**src/inc/bias_cfg_pkg.sv**
```systemverilog
// alarm-threshold and hardware/software configuration bank: constants and carriers
// assumes a host drives the command-byte serial link; one 25 MHz clock samples it
package bias_cfg_pkg;

    localparam logic [7:0] READ_FLAG          = 8'h80;
    localparam logic [6:0] CMD_CH1_HIGH_SENSE = 7'h24;
    localparam logic [6:0] CMD_CH1_LOW_SENSE  = 7'h26;
    localparam logic [6:0] CMD_CH1_HIGH_GATE  = 7'h28;
    localparam logic [6:0] CMD_CH1_LOW_GATE   = 7'h2A;
    localparam logic [6:0] CMD_CH2_HIGH_SENSE = 7'h30;
    localparam logic [6:0] CMD_CH2_LOW_SENSE  = 7'h32;
    localparam logic [6:0] CMD_CH2_HIGH_GATE  = 7'h34;
    localparam logic [6:0] CMD_CH2_LOW_GATE   = 7'h36;
    localparam logic [6:0] CMD_HW_CONFIG      = 7'h38;
    localparam logic [6:0] CMD_SW_CONFIG      = 7'h3A;

    // slot numbers inside the bank
    localparam logic [3:0] SLOT_CH1_HIGH_SENSE = 4'h0;
    localparam logic [3:0] SLOT_CH1_LOW_SENSE  = 4'h1;
    localparam logic [3:0] SLOT_CH1_HIGH_GATE  = 4'h2;
    localparam logic [3:0] SLOT_CH1_LOW_GATE   = 4'h3;
    localparam logic [3:0] SLOT_CH2_HIGH_SENSE = 4'h4;
    localparam logic [3:0] SLOT_CH2_LOW_SENSE  = 4'h5;
    localparam logic [3:0] SLOT_CH2_HIGH_GATE  = 4'h6;
    localparam logic [3:0] SLOT_CH2_LOW_GATE   = 4'h7;
    localparam logic [3:0] SLOT_HW_CONFIG      = 4'h8;
    localparam logic [3:0] SLOT_SW_CONFIG      = 4'h9;

    // frame layout: command byte then sixteen data bits, msb first
    localparam logic [4:0] CMD_LAST_BIT   = 5'h07;
    localparam logic [4:0] FRAME_LAST_BIT = 5'h17;
    localparam logic [4:0] FRAME_BITS     = 5'h18;

    localparam logic [11:0] RESET_HIGH_THRESHOLD = 12'hFFF;
    localparam logic [11:0] RESET_LOW_THRESHOLD  = 12'h000;
    localparam logic [11:0] RESET_CONFIG         = 12'h000;

    localparam logic [1:0] CLOCK_MODE_WRITE   = 2'h0;
    localparam logic [1:0] CLOCK_MODE_PULSE   = 2'h1;
    localparam logic [1:0] CLOCK_MODE_RESERVED = 2'h2;
    localparam logic [1:0] CLOCK_MODE_PER_CH  = 2'h3;

    // field order mirrors slot order, slot 7 in the msbs
    typedef struct packed {
        logic [11:0] ch2_low_gate_threshold;
        logic [11:0] ch2_high_gate_threshold;
        logic [11:0] ch2_low_sense_threshold;
        logic [11:0] ch2_high_sense_threshold;
        logic [11:0] ch1_low_gate_threshold;
        logic [11:0] ch1_high_gate_threshold;
        logic [11:0] ch1_low_sense_threshold;
        logic [11:0] ch1_high_sense_threshold;
    } thresholds_s;

    typedef struct packed {
        logic ch2_gate_ceiling_hi;
        logic ch2_gate_ceiling_lo;
        logic ch1_gate_ceiling_hi;
        logic ch1_gate_ceiling_lo;
        logic fifo_monitor_enable;
        logic clock_mode_hi;
        logic clock_mode_lo;
        logic adc_ref_select_hi;
        logic adc_ref_select_lo;
        logic dac_ref_select_hi;
        logic dac_ref_select_lo;
    } hw_config_s;

    typedef struct packed {
        logic       ch2_load_dac_output;
        logic [1:0] ch2_temp_lookup_mode;
        logic [2:0] ch2_k_source;
        logic       ch1_load_dac_output;
        logic [1:0] ch1_temp_lookup_mode;
        logic [2:0] ch1_k_source;
    } sw_config_s;

endpackage

```
**src/verilog/bias_cfg_regs.sv**
```systemverilog
// alarm-threshold and configuration register bank behind the command-byte serial port
// assumes the serial pins are asynchronous and slow against clk_in (sclk <= ~3 MHz)
`timescale 1ns/10ps
module bias_cfg_regs
(
    // clock, reset, enable
    input  wire logic                      clk_in,
    input  wire logic                      nrst_in,
    input  wire logic                      ce_in,
    // serial command port
    input  wire logic                      serial_clock_in,
    input  wire logic                      serial_select_n_in,
    input  wire logic                      serial_data_in,
    output logic                           serial_data_out,
    output logic                           serial_data_oe_out,
    // conversion start
    input  wire logic                      conversion_start_pin_n_in,
    input  wire logic                      conversion_write_in,
    output logic                           conversion_start_out,
    output logic                           conversion_per_channel_out,
    // adc result routing
    input  wire logic                      adc_result_valid_in,
    output logic                           fifo_push_out,
    output logic                           alarm_check_out,
    // configuration to the analog and dac logic
    output bias_cfg_pkg::thresholds_s      thresholds_out,
    output bias_cfg_pkg::hw_config_s       hw_config_out,
    output bias_cfg_pkg::sw_config_s       sw_config_out
);

    typedef struct packed {
        logic [1:0]       cs_sync;
        logic [1:0]       sclk_sync;
        logic [1:0]       din_sync;
        logic [1:0]       start_sync;
        logic             sclk_prev;
        logic             start_prev;
        logic [4:0]       bit_cnt;
        logic [7:0]       cmd;
        logic [15:0]      data_sh;
        logic             rd_active;
        logic             dout;
        logic             dout_oe;
        logic [7:0][11:0] thr;
        logic [11:0]      hw_word;
        logic [11:0]      sw_word;
        logic             fifo_push;
        logic             alarm_check;
        logic             conv_start;
        logic             conv_per_channel;
    } state_s;

    state_s s;
    state_s next_s;

    // msb of the result flags a mapped code, low nibble is the slot
    function automatic logic [4:0] slot_of(input logic [6:0] code);
        logic [4:0] r;
        r = 5'h00;
        if (code == bias_cfg_pkg::CMD_CH1_HIGH_SENSE)
            r = {1'b1, bias_cfg_pkg::SLOT_CH1_HIGH_SENSE};
        else if (code == bias_cfg_pkg::CMD_CH1_LOW_SENSE)
            r = {1'b1, bias_cfg_pkg::SLOT_CH1_LOW_SENSE};
        else if (code == bias_cfg_pkg::CMD_CH1_HIGH_GATE)
            r = {1'b1, bias_cfg_pkg::SLOT_CH1_HIGH_GATE};
        else if (code == bias_cfg_pkg::CMD_CH1_LOW_GATE)
            r = {1'b1, bias_cfg_pkg::SLOT_CH1_LOW_GATE};
        else if (code == bias_cfg_pkg::CMD_CH2_HIGH_SENSE)
            r = {1'b1, bias_cfg_pkg::SLOT_CH2_HIGH_SENSE};
        else if (code == bias_cfg_pkg::CMD_CH2_LOW_SENSE)
            r = {1'b1, bias_cfg_pkg::SLOT_CH2_LOW_SENSE};
        else if (code == bias_cfg_pkg::CMD_CH2_HIGH_GATE)
            r = {1'b1, bias_cfg_pkg::SLOT_CH2_HIGH_GATE};
        else if (code == bias_cfg_pkg::CMD_CH2_LOW_GATE)
            r = {1'b1, bias_cfg_pkg::SLOT_CH2_LOW_GATE};
        else if (code == bias_cfg_pkg::CMD_HW_CONFIG)
            r = {1'b1, bias_cfg_pkg::SLOT_HW_CONFIG};
        else if (code == bias_cfg_pkg::CMD_SW_CONFIG)
            r = {1'b1, bias_cfg_pkg::SLOT_SW_CONFIG};
        return r;
    endfunction

    logic        sclk_rise;
    logic        sclk_fall;
    logic        start_fall;
    logic        start_rise;
    logic        din;
    logic [7:0]  cmd_full;
    logic [4:0]  slot;
    logic [15:0] rd_word;

    always_comb
    begin
        next_s = s;
        rd_word = 16'h0000;
        // first flop of each synchroniser feeds only the second
        next_s.cs_sync    = {s.cs_sync[0], serial_select_n_in};
        next_s.sclk_sync  = {s.sclk_sync[0], serial_clock_in};
        next_s.din_sync   = {s.din_sync[0], serial_data_in};
        next_s.start_sync = {s.start_sync[0], conversion_start_pin_n_in};
        next_s.sclk_prev  = s.sclk_sync[1];
        next_s.start_prev = s.start_sync[1];
        sclk_rise  = s.sclk_sync[1] & ~s.sclk_prev;
        sclk_fall  = ~s.sclk_sync[1] & s.sclk_prev;
        start_fall = ~s.start_sync[1] & s.start_prev;
        start_rise = s.start_sync[1] & ~s.start_prev;
        din        = s.din_sync[1];
        cmd_full   = {s.cmd[6:0], din};
        slot       = slot_of(s.cmd[6:0]);

        if (s.cs_sync[1])
        begin
            // deselect aborts any partial frame; a short write stores nothing
            next_s.bit_cnt   = 5'h00;
            next_s.rd_active = 1'b0;
            next_s.dout_oe   = 1'b0;
            next_s.dout      = 1'b0;
        end
        else
        begin
            if (sclk_rise && s.bit_cnt != bias_cfg_pkg::FRAME_BITS)
            begin
                next_s.bit_cnt = s.bit_cnt + 5'h01;
                if (s.bit_cnt <= bias_cfg_pkg::CMD_LAST_BIT)
                begin
                    next_s.cmd = cmd_full;
                    if (s.bit_cnt == bias_cfg_pkg::CMD_LAST_BIT && cmd_full[7])
                    begin
                        slot = slot_of(cmd_full[6:0]);
                        // upper nibble and unmapped codes read as zero
                        if (!slot[4])
                            rd_word = 16'h0000;
                        else if (slot[3:0] < bias_cfg_pkg::SLOT_HW_CONFIG)
                            rd_word = {4'h0, s.thr[slot[2:0]]};
                        else if (slot[3:0] == bias_cfg_pkg::SLOT_HW_CONFIG)
                            rd_word = {4'h0, s.hw_word};
                        else
                            rd_word = {4'h0, s.sw_word};
                        next_s.data_sh   = rd_word;
                        next_s.rd_active = 1'b1;
                    end
                end
                else if (!s.rd_active)
                begin
                    next_s.data_sh = {s.data_sh[14:0], din};
                    // store on the last data bit; bits 15..12 dropped
                    if (s.bit_cnt == bias_cfg_pkg::FRAME_LAST_BIT && !s.cmd[7] && slot[4])
                    begin
                        if (slot[3:0] < bias_cfg_pkg::SLOT_HW_CONFIG)
                            next_s.thr[slot[2:0]] = s.data_sh[10:0] == 11'h000 ?
                                {11'h000, din} : {s.data_sh[10:0], din};
                        else if (slot[3:0] == bias_cfg_pkg::SLOT_HW_CONFIG)
                            next_s.hw_word = {s.data_sh[10:0], din};
                        else
                            next_s.sw_word = {s.data_sh[10:0], din};
                    end
                end
            end
            // read data changes on the falling edge, msb first
            if (sclk_fall && s.rd_active)
            begin
                next_s.dout    = s.data_sh[15];
                next_s.data_sh = {s.data_sh[14:0], 1'b0};
                next_s.dout_oe = 1'b1;
            end
        end

        // results always reach the alarm checker; only the fifo sees the monitor bit
        next_s.fifo_push   = adc_result_valid_in & s.hw_word[6];
        next_s.alarm_check = adc_result_valid_in;

        next_s.conv_start       = 1'b0;
        next_s.conv_per_channel = 1'b0;
        case (s.hw_word[5:4])
            bias_cfg_pkg::CLOCK_MODE_WRITE:
                next_s.conv_start = conversion_write_in;
            bias_cfg_pkg::CLOCK_MODE_PULSE:
                next_s.conv_start = start_fall;
            bias_cfg_pkg::CLOCK_MODE_PER_CH:
            begin
                // acquisition runs while low, sample taken on the return high
                next_s.conv_start       = start_rise;
                next_s.conv_per_channel = start_rise;
            end
            default:
                next_s.conv_start = 1'b0;
        endcase
    end

    always_ff @(posedge clk_in)
    begin
        if (!nrst_in)
        begin
            s <= '0;
            s.cs_sync    <= 2'h3;
            s.sclk_sync  <= 2'h0;
            s.start_sync <= 2'h3;
            s.start_prev <= 1'b1;
            s.thr[bias_cfg_pkg::SLOT_CH1_HIGH_SENSE[2:0]] <= bias_cfg_pkg::RESET_HIGH_THRESHOLD;
            s.thr[bias_cfg_pkg::SLOT_CH2_HIGH_SENSE[2:0]] <= bias_cfg_pkg::RESET_HIGH_THRESHOLD;
            s.thr[bias_cfg_pkg::SLOT_CH1_LOW_SENSE[2:0]]  <= bias_cfg_pkg::RESET_LOW_THRESHOLD;
            s.thr[bias_cfg_pkg::SLOT_CH2_LOW_SENSE[2:0]]  <= bias_cfg_pkg::RESET_LOW_THRESHOLD;
            s.thr[bias_cfg_pkg::SLOT_CH1_HIGH_GATE[2:0]]  <= bias_cfg_pkg::RESET_HIGH_THRESHOLD;
            s.thr[bias_cfg_pkg::SLOT_CH2_HIGH_GATE[2:0]]  <= bias_cfg_pkg::RESET_HIGH_THRESHOLD;
            s.thr[bias_cfg_pkg::SLOT_CH1_LOW_GATE[2:0]]   <= bias_cfg_pkg::RESET_LOW_THRESHOLD;
            s.thr[bias_cfg_pkg::SLOT_CH2_LOW_GATE[2:0]]   <= bias_cfg_pkg::RESET_LOW_THRESHOLD;
            s.hw_word <= bias_cfg_pkg::RESET_CONFIG;
            s.sw_word <= bias_cfg_pkg::RESET_CONFIG;
        end
        else if (ce_in)
        begin
            s <= next_s;
        end
    end

    // codes leave as stored: unsigned, full scale = quarter of dac reference
    assign thresholds_out = bias_cfg_pkg::thresholds_s'(s.thr);
    // ceiling code 0..3 means agnd + 0/250/500/750 mV; ref hi bit = internal
    assign hw_config_out  = bias_cfg_pkg::hw_config_s'({s.hw_word[11:8], s.hw_word[6:0]});
    assign sw_config_out  = bias_cfg_pkg::sw_config_s'(s.sw_word);
    assign serial_data_out            = s.dout;
    assign serial_data_oe_out         = s.dout_oe;
    assign fifo_push_out              = s.fifo_push;
    assign alarm_check_out            = s.alarm_check;
    assign conversion_start_out       = s.conv_start;
    assign conversion_per_channel_out = s.conv_per_channel;

endmodule

```
**config.mk**
```make
export PLATFORM = sky130hd
export DESIGN_NAME = bias_cfg_regs
export DESIGN_NICKNAME = d
export VERILOG_FILES = /design/src/inc/bias_cfg_pkg.sv /design/src/verilog/bias_cfg_regs.sv
export SDC_FILE = /design/constraint.sdc
export NUM_CORES = 1
export LEC_CHECK = 0
export ABC_CLOCK_PERIOD_IN_PS = 2400
export BUFFER_PORTS_ARGS = -buffer_cell sky130_fd_sc_hd__buf_2
export CAP_MARGIN = 20
export CORE_ASPECT_RATIO = 0.75
export CORE_MARGIN = 5
export CORE_UTILIZATION = 58
export DETAILED_ROUTE_END_ITERATION = 10
export PLACE_DENSITY = 0.78
export SYNTH_ARGS = -nofsm -noshare
export SYNTH_HDL_FRONTEND = slang
export SYNTH_SLANG_ARGS = --single-unit
export TNS_END_PERCENT = 1
```
**constraint.sdc**
```tcl
create_clock -name clk_in -period 2.4 [get_ports clk_in]
set_input_delay 0.48 -clock clk_in [delete_from_list [all_inputs] [get_ports clk_in]]
set_output_delay 0.48 -clock clk_in [all_outputs]
set_load 0.02 [all_outputs]
```
==> reports/metrics.csv <==
metric;value;unit
Die Span X;152.4;um
total vias in the final route;7477;
maximum clock skew at final layout;0.006629;ns
fraction of final layout cells with drive strength greater than 1;0.2343;
relative area change from synthesis to final layout;9.926;%
data arrival at the endpoint of the critical path;2.62;ns
number of ports placed on the die boundary;134;
data required time of the worst path;2.72;ns
Hold Buf Count CTS;0;
highest-count cells in the layout ignoring fill and taps;237 x sky130_fd_sc_hd__nand2_1, 164 x sky130_fd_sc_hd__dfxtp_1, 132 x sky130_fd_sc_hd__buf_2;
gr ovfl total;0;
met3 wire length;2.858;mm
Synth Area in Compound Gates;0.1570;
adder-cell share of the synthesized area;0.002836;
setup repair after global routing missed its margin;no;
via-per-instance ratio;5.801;
reported net switching power;1.216;mW
commonest non-fill, non-tap cell in the layout;sky130_fd_sc_hd__nand2_1;
number of DRC markers after the initial detailed-route iteration;801;
worst slew slack as a fraction of its limit;0.4798;
category of the most critical setup path;reg -> reg;
Routed Antenna Nets;0;
Worst Max-Slew Pin Slew;0.7803;ns
placed wire-length estimate after detailed placement;17.36;mm
Post-synth ARST share;0;
post-CTS setup repair buffer count;0;
share of the core filled with cells;0.6433;
Tightest Hold Check Type;in -> reg;
clock-pin transition on the worst setup and hold timing paths;0.06;ns
switching fraction of total power;0.2113;
clock latency reported for the late side of the worst-skew pair;0.43;ns
power density cells;593.3;nW/um2
maximum root-to-sink buffer count;2;
Comb pwr share;0.021;
share of the synthesized netlist area taken by xor and xnor gates;0;
multiplexer fraction of the synthesized cell area;0.1021;
number of distinct library cell variants in the gate-level netlist after synthesis;61;
final critical-path share of the clock period;0.9582;
DR top layer;met4;
Hold Slack;0.2571;ns
Slew Limit Fails;0;
Max Cap Violations;0;
Post-Synthesis Cells;1057;
synthesized-area fraction occupied by and/or/nand/nor cells;0.2103;
Die Span Y;116.8;um
Setup crit start kind;flip-flop;
Ant. Diodes;0;
Yosys reg bits;166;
warning count from the yosys run;0;
# fillers;1248;
TNS Setup;0;ns
final wirelength;24.86;mm
prevailing post-synth register cell;sky130_fd_sc_hd__dfxtp_1;
sequential cell fraction of total power;0.481;
cell row count;39;
largest net degree at the start of global routing;86;
final number of setup-violating endpoints;0;
combinational family with the most area after synthesis;simple AND/OR/NAND/NOR gates;
initial antenna violation count;0;
detail-routed net length per standard cell;19.29;um
maximum fanout along the worst path;9;
count of final hold-check violations;0;
number of nets in the layout;1082;
TritonCTS clock tree;yes;
clock sink count;166;
count of flip-flops with a built-in enable after synthesis;0;
maximum operating frequency;0.4348;GHz
clock buffers created by TritonCTS;17;
die area;17800;um2
number of global-route vias before repair;6952;
cell-internal power;4.538;mW
effective utilization at floorplan;0.5852;
met1 layer wirelength in the final routing;11.03;mm
count of port buffers added during placement;133;
leakage power;4.038;nW
maximum ir drop on the vdd rail;0.5009;mV
first-pass GRT wire length;38.86;mm
Clk network pwr share;0.497;
metal2 WL;10.55;mm
Root Driver;sky130_fd_sc_hd__clkbuf_16;
final routed DRC violation total;0;
core outline area;15080;um2
result of the run;finished, final reports clean;
post-layout minimum cycle time;2.300;ns
register area share after synthesis;0.3766;
Synth Cell Area;8823;um2
global routing usage summed across all routing layers;0.2766;
net count after synthesis;1068;
number of search-and-repair iterations in the first detailed-routing pass;5;
endpoint kind of the worst setup timing path;flip-flop;
Total Power;5.755;mW
RD Place Congestion;0.9262;
Avg Cell Area, Syn;8.348;um2
number of H-tree levels;4;
[cell type report]
class	count	area (um2)	area share
well taps	205	256.5	0.02644
clock inverters	11	147.6	0.01522
flip-flops and latches	166	3326	0.3429
inverters	5	18.77	0.001935
clock buffers	21	470.5	0.04850
multi-input cells	683	4195	0.4325
repair buffers	198	1285	0.1325
[cell usage after synthesis (10+ instances only)]
library cell               number  share of area
sky130_fd_sc_hd__nand2_1      237           0.10
sky130_fd_sc_hd__buf_4        126           0.11
sky130_fd_sc_hd__nand4_1       18          0.013
sky130_fd_sc_hd__nor2b_1       27          0.019
sky130_fd_sc_hd__mux2i_1       81          0.092
sky130_fd_sc_hd__nand3_1       49          0.028
sky130_fd_sc_hd__and3_1        13         0.0092
sky130_fd_sc_hd__clkbuf_1      47          0.020
sky130_fd_sc_hd__a21oi_1       35          0.020
sky130_fd_sc_hd__buf_2         21          0.012
sky130_fd_sc_hd__nor2_1        13         0.0055
sky130_fd_sc_hd__a311oi_1      11          0.011
sky130_fd_sc_hd__a21boi_1      10         0.0085
sky130_fd_sc_hd__dfxtp_1      166           0.38
sky130_fd_sc_hd__a21boi_0      67          0.057
sky130_fd_sc_hd__o21ai_0       27          0.015
[repair_timing]
item	4_1_cts	5_1_grt
resized for setup	1	8
pin swaps	0	4
setup endpoints to repair	1	58
[flip-flops by register name (all words and copies together) (netlist names)]
| signal | count |
|---|---|
| conversion_start_out | 1 |
| conversion_per_channel_out | 1 |
| fifo_push_out | 1 |
| serial_data_oe_out | 1 |
| s | 27 |
| hw_config_out | 11 |
| next_s | 6 |
| thresholds_out | 96 |
| serial_data_out | 1 |
| cmd_full | 8 |
| sw_config_out | 12 |
| alarm_check_out | 1 |
[worst paths after layout]
check                             end                startpoint  slack, ns  depth (start not counted)
max               s[132]$_SDFFE_PN0P_  cmd_full[4]$_SDFFE_PN0P_       0.10                          8
min          next_s[165]$_SDFFE_PN1P_        serial_select_n_in       0.26                          3
max reg2reg       s[132]$_SDFFE_PN0P_  cmd_full[4]$_SDFFE_PN0P_       0.10                          8
min reg2reg        s[23]$_SDFFE_PN0P_        s[23]$_SDFFE_PN0P_       0.47                          2
[layer usage]
layer	up-vias	track usage
met4	0	0.07300
met3	37	0.08526
met5	-	0
li1	3544	-
met2	401	0.4172
met1	3495	0.3897
[worst max-delay path, stage by stage (launching register included)]
cell and delay (ns):
sky130_fd_sc_hd__dfxtp_1 0.41, sky130_fd_sc_hd__or3_1 0.38, sky130_fd_sc_hd__nand3_2 0.21, sky130_fd_sc_hd__buf_12 0.15, sky130_fd_sc_hd__mux2_1 0.35, sky130_fd_sc_hd__a211oi_2 0.32
sky130_fd_sc_hd__buf_4 0.18, sky130_fd_sc_hd__a221o_1 0.13, sky130_fd_sc_hd__a21oi_1 0.06
[cell families (layout without fill, tap and decap cells)]
kind of cell,count (synthesis),in the layout
mux,89,89
simple gates,394,394
flops,166,166
compound gates,198,198
buf+inv,208,235
fa+ha+maj,2,2
[per-stage QoR]
step	worst slack, ns	area [um2]	cells
after floorplan	0.2381	8823	1057
after global placement	0.03614	9052	1257
after detailed placement	-0.01864	9052	1257
after CTS	0.008427	9676	1289
after global routing	0.001726	9699	1289
final	0.1003	9699	1289
[power groups by stage]
stage	registers [mW]	logic (mW)	clock network, mW
after global placement	2.83	0.120	0
after global routing	2.77	0.132	3.00
final	2.77	0.123	2.86
after floorplan	2.83	0.0830	0
after detailed placement	2.83	0.122	0
after CTS	2.77	0.122	2.86
Power figures use the tool's default switching activity.
